### config.mk
export PLATFORM = sky130hd
export DESIGN_NAME = op_state_and_soft_reset_ctrl
export DESIGN_NICKNAME = d
export VERILOG_FILES = /design/src/hw/op_state_pkg.sv /design/src/hw/spi_frame_port.sv /design/src/hw/op_state_and_soft_reset_ctrl.sv
export SDC_FILE = /design/constraint.sdc
export NUM_CORES = 1
export LEC_CHECK = 0
export BUFFER_PORTS_ARGS = -buffer_cell sky130_fd_sc_hd__clkbuf_2
export CAP_MARGIN = 20
export CORE_UTILIZATION = 33
export CTS_CLUSTER_DIAMETER = 200
export DETAILED_ROUTE_END_ITERATION = 10
export GPL_TIMING_DRIVEN = 0
export SYNTH_ARGS = -nofsm -noshare
export SYNTH_HDL_FRONTEND = slang
export SYNTH_SLANG_ARGS = --single-unit
### constraint.sdc
create_clock -name clk_sys_i -period 3.5 [get_ports clk_sys_i]
set_clock_uncertainty 0.15 [all_clocks]
set_input_delay 0.525 -clock clk_sys_i [delete_from_list [all_inputs] [get_ports clk_sys_i]]
set_output_delay 0.525 -clock clk_sys_i [all_outputs]
set_load 0.05 [all_outputs]
### src/hw/op_state_pkg.sv
// constants and types for the operating-state and soft-reset controller
`default_nettype none
package op_state_pkg;
  // serial register port layout
  localparam int ADDR_W = 7;
  localparam int DATA_W = 8;
  localparam logic [6:0] ADDR_FUNC_ENABLE = 7'h46;
  localparam logic [6:0] ADDR_OP_STATE_CTL = 7'h47;
  localparam logic [6:0] ADDR_SOFT_RST = 7'h4F;
  localparam int FRAME_ADDR_BITS = 8;
  localparam int FRAME_BITS = 16;
  // field positions
  localparam int FAST_ALLOW_BIT = 2;
  localparam int STATUS_MSB = 7;
  localparam int STATUS_LSB = 5;
  localparam int CMD_MSB = 4;
  localparam int CMD_LSB = 0;
  // reset values
  localparam logic FAST_ALLOW_RESET = 1'b0;
  localparam logic [4:0] CMD_RESET = 5'h00;
  // readout codes
  localparam logic [2:0] CODE_PWRUP = 3'h0;
  localparam logic [2:0] CODE_SLEEP = 3'h1;
  localparam logic [2:0] CODE_STBY = 3'h2;
  localparam logic [2:0] CODE_TUNE = 3'h3;
  localparam logic [2:0] CODE_RX = 3'h4;
  localparam logic [2:0] CODE_EEPROM = 3'h5;
  // state-change command codes
  localparam logic [4:0] CMD_EEPROM = 5'h01;
  localparam logic [4:0] CMD_STBY = 5'h02;
  localparam logic [4:0] CMD_TUNE = 5'h04;
  localparam logic [4:0] CMD_RX = 5'h08;
  localparam logic [4:0] CMD_SLEEP = 5'h10;
  localparam logic [7:0] SOFT_RST_KEY = 8'hFF;
  // timing
  localparam longint CLK_HZ = 20000000;
  localparam longint SCLK_SLOW_HZ = 400000;
  localparam longint SCLK_FAST_HZ = 1000000;
  localparam int HALF_SLOW_CYC = int'(CLK_HZ / (2 * SCLK_SLOW_HZ));
  localparam int HALF_FAST_CYC = int'(CLK_HZ / (2 * SCLK_FAST_HZ));
  localparam int EDGE_JITTER_CYC = 2;
  localparam int GAP_W = 5;
  localparam longint PWRUP_TIME_US = 1000;
  localparam int PWRUP_CYCLES = int'((PWRUP_TIME_US * CLK_HZ) / 1000000);
  localparam longint TRANS_TIME_NS = 200;
  localparam int TRANS_CYCLES = int'((TRANS_TIME_NS * CLK_HZ + 999999999) / 1000000000);
  localparam longint SRST_HOST_WAIT_MS = 10;
  localparam int CNT_W = 24;
  // operating states, one-hot
  typedef enum logic [5:0] {
    ST_PWRUP = 6'h01,
    ST_SLEEP = 6'h02,
    ST_STBY = 6'h04,
    ST_TUNE = 6'h08,
    ST_RX = 6'h10,
    ST_EEPROM = 6'h20
  } op_state_type;
endpackage : op_state_pkg
`default_nettype wire

### src/hw/spi_frame_port.sv
// four-wire serial register port: synchronisers, frame shifter, read-back shifter
`timescale 1ns/1ps
`default_nettype none
module spi_frame_port (
  // clock, reset, enable
  input wire logic clk_sys_i,
  input wire logic resetn_i,
  input wire logic ce_i,
  // serial pins
  input wire logic sclk_i,
  input wire logic csb_n_i,
  input wire logic mosi_i,
  output logic miso_o,
  output logic miso_oe_o,
  // register side
  input wire logic abort_i,
  input wire logic [7:0] rd_data_i,
  output logic frame_start_o,
  output logic sclk_rise_o,
  output logic sclk_fall_o,
  output logic wr_stb_o,
  output logic [6:0] addr_o,
  output logic [7:0] wdata_o
);
  logic [1:0] sclk_s_reg;
  logic [1:0] csb_s_reg;
  logic [1:0] mosi_s_reg;
  logic sclk_d_reg;
  logic csb_d_reg;
  logic [4:0] cnt_reg, cnt_next;
  logic [7:0] sh_reg, sh_next;
  logic [7:0] tx_reg, tx_next;
  logic [6:0] addr_reg, addr_next;
  logic [7:0] wdata_reg, wdata_next;
  logic rd_reg, rd_next;
  logic wr_reg, wr_next;
  logic load_reg, load_next;
  logic dead_reg, dead_next;
  logic active;

  ////////////////////////////////////////////////////////////////////////////
  // two-flop synchronisers, then one delay stage for edge detection
  always_ff @(posedge clk_sys_i or negedge resetn_i) begin
    if (!resetn_i) begin
      sclk_s_reg <= 2'h0;
      csb_s_reg <= 2'h3;
      mosi_s_reg <= 2'h0;
      sclk_d_reg <= 1'b0;
      csb_d_reg <= 1'b1;
    end else if (ce_i) begin
      sclk_s_reg <= {sclk_s_reg[0], sclk_i};
      csb_s_reg <= {csb_s_reg[0], csb_n_i};
      mosi_s_reg <= {mosi_s_reg[0], mosi_i};
      sclk_d_reg <= sclk_s_reg[1];
      csb_d_reg <= csb_s_reg[1];
    end
  end

  assign active = ~csb_s_reg[1];
  assign sclk_rise_o = active & sclk_s_reg[1] & ~sclk_d_reg;
  assign sclk_fall_o = active & ~sclk_s_reg[1] & sclk_d_reg;
  assign frame_start_o = active & csb_d_reg;

  ////////////////////////////////////////////////////////////////////////////
  // frame shifter: r/w bit, 7-bit address, 8 data bits, msb first
  always_comb begin
    cnt_next = cnt_reg;
    sh_next = sh_reg;
    tx_next = tx_reg;
    addr_next = addr_reg;
    wdata_next = wdata_reg;
    rd_next = rd_reg;
    wr_next = 1'b0;
    load_next = 1'b0;
    dead_next = dead_reg;
    if (load_reg) begin
      tx_next = rd_data_i;
    end
    if (!active) begin
      cnt_next = 5'h00;
      dead_next = 1'b0;
      rd_next = 1'b0;
    end else if (abort_i || dead_reg) begin
      dead_next = 1'b1; // frame dropped until select rises
    end else begin
      if (sclk_rise_o && (cnt_reg < 5'(op_state_pkg::FRAME_BITS))) begin
        sh_next = {sh_reg[6:0], mosi_s_reg[1]};
        cnt_next = cnt_reg + 5'h01;
        if (cnt_reg == 5'(op_state_pkg::FRAME_ADDR_BITS - 1)) begin
          rd_next = sh_reg[6];
          addr_next = {sh_reg[5:0], mosi_s_reg[1]};
          load_next = sh_reg[6];
        end
        if (cnt_reg == 5'(op_state_pkg::FRAME_BITS - 1)) begin
          wdata_next = {sh_reg[6:0], mosi_s_reg[1]};
          wr_next = ~rd_reg;
        end
      end
      if (sclk_fall_o && (cnt_reg > 5'(op_state_pkg::FRAME_ADDR_BITS))) begin
        tx_next = {tx_reg[6:0], 1'b0};
      end
    end
  end

  always_ff @(posedge clk_sys_i or negedge resetn_i) begin
    if (!resetn_i) begin
      cnt_reg <= 5'h00;
      sh_reg <= 8'h00;
      tx_reg <= 8'h00;
      addr_reg <= 7'h00;
      wdata_reg <= 8'h00;
      rd_reg <= 1'b0;
      wr_reg <= 1'b0;
      load_reg <= 1'b0;
      dead_reg <= 1'b0;
    end else if (ce_i) begin
      cnt_reg <= cnt_next;
      sh_reg <= sh_next;
      tx_reg <= tx_next;
      addr_reg <= addr_next;
      wdata_reg <= wdata_next;
      rd_reg <= rd_next;
      wr_reg <= wr_next;
      load_reg <= load_next;
      dead_reg <= dead_next;
    end
  end

  // outputs
  assign wr_stb_o = wr_reg & ce_i;
  assign addr_o = addr_reg;
  assign wdata_o = wdata_reg;
  assign miso_o = tx_reg[7];
  assign miso_oe_o = active & rd_reg & ~dead_reg;
endmodule : spi_frame_port
`default_nettype wire

### src/hw/op_state_and_soft_reset_ctrl.sv
// operating-state control, state readout, soft reset and serial clock speed permission
//
// Contract
// - sclk limit 400 kHz, or 1 MHz when allowed
// - three-bit state readout in bits 7:5
// - good power-up ends in sleep
// - failed power-up stays in power-up state
// - no command enters the power-up state
// - five command codes select new state
// - undefined command codes change nothing (the code still stores them in the command field, bits 4:0)
// - writing 0xFF to soft reset resets (the code drops the write in the power-up state, failed power-up included)
// - other soft reset values do nothing
// - soft reset equals power-on reset
`timescale 1ns/1ps
`default_nettype none
module op_state_and_soft_reset_ctrl #(
  parameter int PWRUP_CYCLES = op_state_pkg::PWRUP_CYCLES
) (
  // clock, reset, enable
  input wire logic clk_sys_i,
  input wire logic resetn_i,
  input wire logic ce_i,
  // serial register port
  input wire logic sclk_i,
  input wire logic csb_n_i,
  input wire logic mosi_i,
  output logic miso_o,
  output logic miso_oe_o,
  // power-up result from analog
  input wire logic pwrup_fail_i,
  // state and status
  output logic [2:0] op_state_o,
  output logic soft_reset_o,
  output logic fast_serial_clock_allow_o,
  output logic power_up_failed_o,
  output logic sclk_overspeed_o
);
  localparam logic [4:0] GAP_MAX = 5'h1F;
  localparam logic [4:0] MIN_GAP_SLOW = 5'(op_state_pkg::HALF_SLOW_CYC - op_state_pkg::EDGE_JITTER_CYC);
  localparam logic [4:0] MIN_GAP_FAST = 5'(op_state_pkg::HALF_FAST_CYC - op_state_pkg::EDGE_JITTER_CYC);
  localparam logic [23:0] PWRUP_LAST = 24'(PWRUP_CYCLES - 1);
  localparam logic [23:0] TRANS_LAST = 24'(op_state_pkg::TRANS_CYCLES - 1);

  // state code of an operating state
  function automatic logic [2:0] state_code(input op_state_pkg::op_state_type s);
    unique case (s)
      op_state_pkg::ST_PWRUP: state_code = op_state_pkg::CODE_PWRUP;
      op_state_pkg::ST_SLEEP: state_code = op_state_pkg::CODE_SLEEP;
      op_state_pkg::ST_STBY: state_code = op_state_pkg::CODE_STBY;
      op_state_pkg::ST_TUNE: state_code = op_state_pkg::CODE_TUNE;
      op_state_pkg::ST_RX: state_code = op_state_pkg::CODE_RX;
      op_state_pkg::ST_EEPROM: state_code = op_state_pkg::CODE_EEPROM;
      default: state_code = op_state_pkg::CODE_PWRUP;
    endcase
  endfunction : state_code

  // command code valid
  function automatic logic cmd_valid(input logic [4:0] c);
    cmd_valid = (c == op_state_pkg::CMD_EEPROM) || (c == op_state_pkg::CMD_STBY) ||
                (c == op_state_pkg::CMD_TUNE) || (c == op_state_pkg::CMD_RX) || (c == op_state_pkg::CMD_SLEEP);
  endfunction : cmd_valid

  // target state of a command; never the power-up state
  function automatic op_state_pkg::op_state_type cmd_state(input logic [4:0] c);
    case (c)
      op_state_pkg::CMD_EEPROM: cmd_state = op_state_pkg::ST_EEPROM;
      op_state_pkg::CMD_STBY: cmd_state = op_state_pkg::ST_STBY;
      op_state_pkg::CMD_TUNE: cmd_state = op_state_pkg::ST_TUNE;
      op_state_pkg::CMD_RX: cmd_state = op_state_pkg::ST_RX;
      default: cmd_state = op_state_pkg::ST_SLEEP;
    endcase
  endfunction : cmd_state

  logic frame_start, sclk_rise, sclk_fall, wr_stb;
  logic [6:0] addr;
  logic [7:0] wdata, rd_data;
  logic [1:0] fail_s_reg;
  logic [4:0] gap_reg, gap_next;
  logic over_reg, over_next;
  logic too_fast, abort, reg_wr, cmd_acc, srst_hit;
  logic allow_reg, allow_next;
  logic [4:0] cmd_reg, cmd_next;
  op_state_pkg::op_state_type state_reg, state_next, target_reg, target_next;
  logic busy_reg, busy_next;
  logic failed_reg, failed_next;
  logic srst_reg;
  logic [23:0] cnt_reg, cnt_next;

  ////////////////////////////////////////////////////////////////////////////
  // serial port engine
  spi_frame_port u_port (
    .clk_sys_i(clk_sys_i),
    .resetn_i(resetn_i),
    .ce_i(ce_i),
    .sclk_i(sclk_i),
    .csb_n_i(csb_n_i),
    .mosi_i(mosi_i),
    .miso_o(miso_o),
    .miso_oe_o(miso_oe_o),
    .abort_i(abort),
    .rd_data_i(rd_data),
    .frame_start_o(frame_start),
    .sclk_rise_o(sclk_rise),
    .sclk_fall_o(sclk_fall),
    .wr_stb_o(wr_stb),
    .addr_o(addr),
    .wdata_o(wdata)
  );

  // power-up fail level synchroniser
  always_ff @(posedge clk_sys_i or negedge resetn_i) begin
    if (!resetn_i) begin
      fail_s_reg <= 2'h0;
    end else if (ce_i) begin
      fail_s_reg <= {fail_s_reg[0], pwrup_fail_i};
    end
  end

  ////////////////////////////////////////////////////////////////////////////
  // serial clock half-period check against the allowed rate
  assign too_fast = (sclk_rise | sclk_fall) & ~frame_start &
                    (gap_reg < (allow_reg ? MIN_GAP_FAST : MIN_GAP_SLOW));
  // accesses dropped while powering up, which ends within the host's wait after reset
  assign abort = over_reg | too_fast | (state_reg == op_state_pkg::ST_PWRUP);
  assign reg_wr = wr_stb & ~abort;
  assign cmd_acc = reg_wr & (addr == op_state_pkg::ADDR_OP_STATE_CTL) &
                   cmd_valid(wdata[op_state_pkg::CMD_MSB:op_state_pkg::CMD_LSB]);
  assign srst_hit = reg_wr & (addr == op_state_pkg::ADDR_SOFT_RST) & (wdata == op_state_pkg::SOFT_RST_KEY);

  always_comb begin
    gap_next = gap_reg;
    over_next = over_reg;
    if (frame_start) begin
      gap_next = GAP_MAX;
      over_next = 1'b0;
    end else if (sclk_rise || sclk_fall) begin
      gap_next = 5'h00;
      over_next = over_reg | too_fast;
    end else if (gap_reg != GAP_MAX) begin
      gap_next = gap_reg + 5'h01;
    end
  end

  always_ff @(posedge clk_sys_i or negedge resetn_i) begin
    if (!resetn_i) begin
      gap_reg <= 5'h1F;
      over_reg <= 1'b0;
    end else if (ce_i) begin
      gap_reg <= gap_next;
      over_reg <= over_next;
    end
  end

  ////////////////////////////////////////////////////////////////////////////
  // register file and state sequencer
  always_comb begin
    allow_next = allow_reg;
    cmd_next = cmd_reg;
    state_next = state_reg;
    target_next = target_reg;
    busy_next = busy_reg;
    failed_next = failed_reg;
    cnt_next = cnt_reg;
    if (srst_hit) begin
      // same effect as power-on reset
      allow_next = op_state_pkg::FAST_ALLOW_RESET;
      cmd_next = op_state_pkg::CMD_RESET;
      state_next = op_state_pkg::ST_PWRUP;
      target_next = op_state_pkg::ST_SLEEP;
      busy_next = 1'b0;
      failed_next = 1'b0;
      cnt_next = 24'h000000;
    end else if (state_reg == op_state_pkg::ST_PWRUP) begin
      if (!failed_reg) begin
        if (cnt_reg == PWRUP_LAST) begin
          failed_next = fail_s_reg[1];
          state_next = fail_s_reg[1] ? op_state_pkg::ST_PWRUP : op_state_pkg::ST_SLEEP;
          cnt_next = 24'h000000;
        end else begin
          cnt_next = cnt_reg + 24'h000001;
        end
      end
    end else begin
      if (reg_wr && (addr == op_state_pkg::ADDR_FUNC_ENABLE)) begin
        allow_next = wdata[op_state_pkg::FAST_ALLOW_BIT];
      end
      if (reg_wr && (addr == op_state_pkg::ADDR_OP_STATE_CTL)) begin
        cmd_next = wdata[op_state_pkg::CMD_MSB:op_state_pkg::CMD_LSB];
      end
      if (cmd_acc) begin
        target_next = cmd_state(wdata[op_state_pkg::CMD_MSB:op_state_pkg::CMD_LSB]);
        busy_next = 1'b1;
        cnt_next = 24'h000000;
      end else if (busy_reg) begin
        if (cnt_reg == TRANS_LAST) begin
          state_next = target_reg;
          busy_next = 1'b0;
        end else begin
          cnt_next = cnt_reg + 24'h000001;
        end
      end
    end
  end

  always_ff @(posedge clk_sys_i or negedge resetn_i) begin
    if (!resetn_i) begin
      allow_reg <= 1'b0;
      cmd_reg <= 5'h00;
      state_reg <= op_state_pkg::ST_PWRUP;
      target_reg <= op_state_pkg::ST_SLEEP;
      busy_reg <= 1'b0;
      failed_reg <= 1'b0;
      cnt_reg <= 24'h000000;
      srst_reg <= 1'b0;
    end else if (ce_i) begin
      allow_reg <= allow_next;
      cmd_reg <= cmd_next;
      state_reg <= state_next;
      target_reg <= target_next;
      busy_reg <= busy_next;
      failed_reg <= failed_next;
      cnt_reg <= cnt_next;
      srst_reg <= srst_hit;
    end
  end

  ////////////////////////////////////////////////////////////////////////////
  // read-back mux; reserved bits read zero
  always_comb begin
    rd_data = 8'h00;
    unique case (addr)
      op_state_pkg::ADDR_FUNC_ENABLE: rd_data[op_state_pkg::FAST_ALLOW_BIT] = allow_reg;
      op_state_pkg::ADDR_OP_STATE_CTL: rd_data = {state_code(state_reg), cmd_reg};
      default: rd_data = 8'h00;
    endcase
  end

  // outputs
  assign op_state_o = state_code(state_reg);
  assign soft_reset_o = srst_reg;
  assign fast_serial_clock_allow_o = allow_reg;
  assign power_up_failed_o = failed_reg;
  assign sclk_overspeed_o = over_reg;

  ////////////////////////////////////////////////////////////////////////////
  // checks
  AST_SPEED: assert property (@(posedge clk_sys_i) disable iff (!resetn_i)
    (ce_i && too_fast) |=> (sclk_overspeed_o && !wr_stb)) else $error("fast sclk edge not flagged");
  // readout only moves at the end of a transition, a soft reset or the power-up count
  AST_READOUT: assert property (@(posedge clk_sys_i) disable iff (!resetn_i)
    $changed(op_state_o) |-> ($past(busy_reg) || $past(srst_hit) || $past(state_reg) == op_state_pkg::ST_PWRUP))
    else $error("readout changed outside a state change");
  AST_PWRUP_DONE: assert property (@(posedge clk_sys_i) disable iff (!resetn_i)
    (ce_i && state_reg == op_state_pkg::ST_PWRUP && !failed_reg && cnt_reg == PWRUP_LAST && !fail_s_reg[1])
    |=> (op_state_o == op_state_pkg::CODE_SLEEP)) else $error("power-up did not end in sleep");
  AST_PWRUP_FAIL: assert property (@(posedge clk_sys_i) disable iff (!resetn_i)
    power_up_failed_o |-> (op_state_o == op_state_pkg::CODE_PWRUP))
    else $error("failed power-up left the power-up state");
  AST_NO_PWRUP_ENTRY: assert property (@(posedge clk_sys_i) disable iff (!resetn_i)
    (state_reg != op_state_pkg::ST_PWRUP && !srst_hit) |=> (state_reg != op_state_pkg::ST_PWRUP))
    else $error("power-up state entered by command");
  AST_CMD_DONE: assert property (@(posedge clk_sys_i) disable iff (!resetn_i)
    (cmd_acc && ce_i) ##1 (ce_i && !srst_hit && !cmd_acc)[*4] |=> (!busy_reg && op_state_o == state_code(target_reg)))
    else $error("state change not completed in time");
  AST_BAD_CMD: assert property (@(posedge clk_sys_i) disable iff (!resetn_i)
    (reg_wr && addr == op_state_pkg::ADDR_OP_STATE_CTL && !cmd_valid(wdata[4:0]) && !busy_reg)
    |=> ($stable(state_reg) && !busy_reg)) else $error("bad command acted on");
  AST_SRST: assert property (@(posedge clk_sys_i) disable iff (!resetn_i)
    (ce_i && srst_hit) |=> (soft_reset_o && op_state_o == op_state_pkg::CODE_PWRUP && !allow_reg && cnt_reg == 24'h000000))
    else $error("soft reset not applied");
  AST_NO_KEY: assert property (@(posedge clk_sys_i) disable iff (!resetn_i)
    (ce_i && wr_stb && addr == op_state_pkg::ADDR_SOFT_RST && wdata != op_state_pkg::SOFT_RST_KEY) |=> !soft_reset_o)
    else $error("soft reset without key");
  COV_SRST: cover property (@(posedge clk_sys_i) disable iff (!resetn_i) srst_hit);
  COV_RX: cover property (@(posedge clk_sys_i) disable iff (!resetn_i) op_state_o == op_state_pkg::CODE_RX);
  COV_OVER: cover property (@(posedge clk_sys_i) disable iff (!resetn_i) $rose(sclk_overspeed_o));
  COV_FAIL: cover property (@(posedge clk_sys_i) disable iff (!resetn_i) $rose(power_up_failed_o));
endmodule : op_state_and_soft_reset_ctrl
`default_nettype wire

==> out/qor.csv <==
stage;metric;value;unit
run_status;status;finished clean;
die;Die Width;130;microns
cells_and_area;ANT cells;0;
die;die area;16800;sq um
yosys;share of the synthesized area in the top cell type;0.415;
worst_setup_path;Worst setup SP type;register;
yosys;post-synthesis sequential area ratio;0.464;
die;num rows;46;
pwr;VDD IR-drop max;272;uV
clocking;htree depth;3;
worst_setup_path;Arrival @ worst endpoint;3270;ps
yosys;top cells by count, synth;dfrtp_1, nand3_1, inv_1;
yosys;mapped cell area;5370;sq um
yosys;Post-synth EDFFs;0;
timing;Hold Fails Final Rpt;0;
cells_and_area;number of flip-flops in the largest register;24;
worst_setup_path;worst r2r dst;cnt_reg[6];
timing;Max-Slew Margin vs Limit;0.498;
die;initial core utilization;0.338;
yosys;register bit total from synthesis;99;
die;Die Height;130;microns
clocking;CTS sink cnt;99;
route;vias per inst;5.47;
timing;Worst-Margin Slew;747;ps
yosys;cell count after synthesis;549;
placed_design;IO Port Bufs;14;
cells_and_area;Area Growth Syn to Fin;12.0;%
global_routing;initial antenna violation count;0;
timing;fin crit share;0.913;
global_routing;All-Layer GR Usage;0.164;
worst_setup_path;kind of cell adding the most delay to the critical path;simple AND/OR/NAND/NOR gates;
clocking;clk slew on worst S/H paths;70;ps
route;via count;4349;
yosys;library cells used by synthesis;61;
worst_setup_path;CP Capture Type;register;
die;core area;15900;sq um
pwr;total power;3710;uW
global_routing;largest net degree at the start of global routing;66;
clocking;Worst-Skew Late Latency;360;ps
yosys;largest area contributor in the netlist;dfrtp_1;
timing;Hold Slack;12.0;ps
yosys;main flop type after synthesis;dfrtp_1;
worst_hold_path;hold crit path type;in2async;
global_routing;GRT Residual Overflow;0;
route;drt pass-1 iters;6;
route;# DRC;0;
worst_setup_path;Crit path top cell by count;o211ai_1;
clocking;TritonCTS buffer count;9;
cells_and_area;layout cells sized above 1;0.154;
placed_design;placed wire-length estimate;8960;microns
worst_setup_path;reg2reg setup slack;310;ps
die;Ports;16;
timing;final setup fails;0;
run;Max-Cap Viols;0;
worst_setup_path;critical setup path kind;reg2reg;
worst_setup_path;worst reg-to-reg path cell count;8;
worst_setup_path;Crit Path Max Fanout;10;
timing;f_max;0.313;GHz
clocking;Max Buffers Root-to-Sink;2;
route;Detailed Route WL;12600;microns
pwr;pwr dens;616;nW/um^2
yosys;Post-Syn Nets;566;
cells_and_area;fin nets;592;
worst_setup_path;Critical Path, Cell by Cell;ha_1 > a21oi_1 > or4b_1 > o211ai_1 > nand2_1 > clkbuf_1 > nand3_1 > o211ai_1;
yosys;synth warn;0;
yosys;Syn Area/Cell;9.78;sq um
timing;Final Max Tran Viols;0;
worst_setup_path;buffers plus inverters on the worst setup path;1;
pwr;Leakage;0.00271;uW
yosys;main area contributors after synthesis;dfrtp_1, mux2_2, dfstp_2, nand3_1, o211ai_1;
route;Antenna Violating Nets Remaining;0;
route;Iteration-0 DRC Markers;277;
yosys;cell with the most instances after synthesis;dfrtp_1;
clocking;post-cts repair resize count;0;
yosys;async set-or-reset flop fraction in the synthesized netlist;1.00;
clocking;Hold-fix buffers, CTS;0;
worst_setup_path;Slowest cell on crit path;o211ai_1;
global_routing;vias in the first global route;4371;
worst_setup_path;delay of the slowest cell on the worst path;550;ps
timing;RSZ-0062 raised after global routing;no;
route;wire per inst;15.8;microns
timing;Min Clock Period, post-route;3190;ps
timing;Fin Setup TNS;0;ps
clocking;postcts setup bufs;0;
clocking;CTS tree;done;
clocking;clk root buf;clkbuf_16;
global_routing;first-pass GRT wire length;21700;microns
worst_setup_path;Req. time, crit path;3580;ps
placed_design;Routability Congestion;0.834;
worst_setup_path;Reg2Reg Launch Point;fast_serial_clock_allow_o;
## where the power goes
part,internal [uW],switching [uW],leakage (uW)
registers,1370,245,0.00120
clock network,487,465,0.000130
logic,450,686,0.00137
## layer usage
layer / part of all wire / GRT usage
met1: 0.44 / 0.205
met2: 0.50 / 0.282
met3: 0.047 / 0.0392
met4: 0.012 / 0.0479
met5: 0 / 0
## cell type report
| class | instances | area [sq um] |
|---|---|---|
| inverters | 44 | 165 |
| multi-input cells | 379 | 2560 |
| flip-flops and latches | 99 | 2490 |
| clock inverters | 6 | 48.8 |
| fillers | 1596 | 9870 |
| well taps | 216 | 270 |
| plain buffers | 27 | 151 |
| repair buffers | 15 | 100 |
| clock buffers | 9 | 225 |
## layout by cell type (no fill, tap or decap), types with 3 or more instances in the layout
| cell type | n |
|---|---|
| nor3_1 | 24 |
| mux2i_1 | 5 |
| xor2_1 | 3 |
| nor3b_1 | 3 |
| mux2_2 | 30 |
| nor2_1 | 35 |
| inv_1 | 43 |
| o211ai_1 | 28 |
| a22o_1 | 9 |
| or4_1 | 5 |
| a21oi_1 | 11 |
| nor4_1 | 15 |
| clkbuf_16 | 9 |
| clkbuf_1 | 16 |
| dfstp_2 | 10 |
| clkbuf_2 | 13 |
| buf_2 | 4 |
| o22ai_1 | 3 |
| mux2_1 | 6 |
| nand3_1 | 51 |
| nand3b_1 | 5 |
| nand2b_1 | 3 |
| a221o_1 | 6 |
| o21ai_0 | 21 |
| a21o_1 | 4 |
| dfrtp_1 | 89 |
| ha_1 | 10 |
| nand4_1 | 16 |
| and3_1 | 6 |
| or3_1 | 4 |
| xnor2_1 | 4 |
| buf_6 | 6 |
| nand2_1 | 32 |
## metrics by stage
step | area [sq um] | instances | util | setup WS, ps
2_1_floorplan | 5370 | 549 | - | 485
3_3_place_gp | 5710 | 779 | 0.359 | 423
3_5_place_dp | 5740 | 780 | 0.361 | 341
4_1_cts | 6010 | 795 | 0.378 | 342
5_1_grt | 6010 | 795 | 0.378 | 84.2
6_report | 6010 | 795 | 0.378 | 305
## cells by family after synthesis
logic type,count (synthesis),share of synthesized area
and+or+nand+nor,222,0.222
adders and majority gates,10,0.0233
AOI/OAI and AO/OA,99,0.136
buffers and inverters,71,0.0590
muxes,41,0.0848
xor gates and xnor gates,7,0.0114
DFF,99,0.464
## worst max-delay path by stage
| stage | endpoint | from | depth (start not counted) |
|---|---|---|---|
| floorplan | op_state_o[0] | state_reg[1] | 4 |
| global placement | cnt_reg[16] | fast_serial_clock_allow_o | 8 |
| detailed placement | cnt_reg[6] | fast_serial_clock_allow_o | 8 |
| CTS | cnt_reg[6] | fast_serial_clock_allow_o | 8 |
| global route | cnt_reg[6] | fast_serial_clock_allow_o | 8 |
| finish | cnt_reg[6] | fast_serial_clock_allow_o | 8 |
Note: power is estimated with default switching activity, not from simulation.
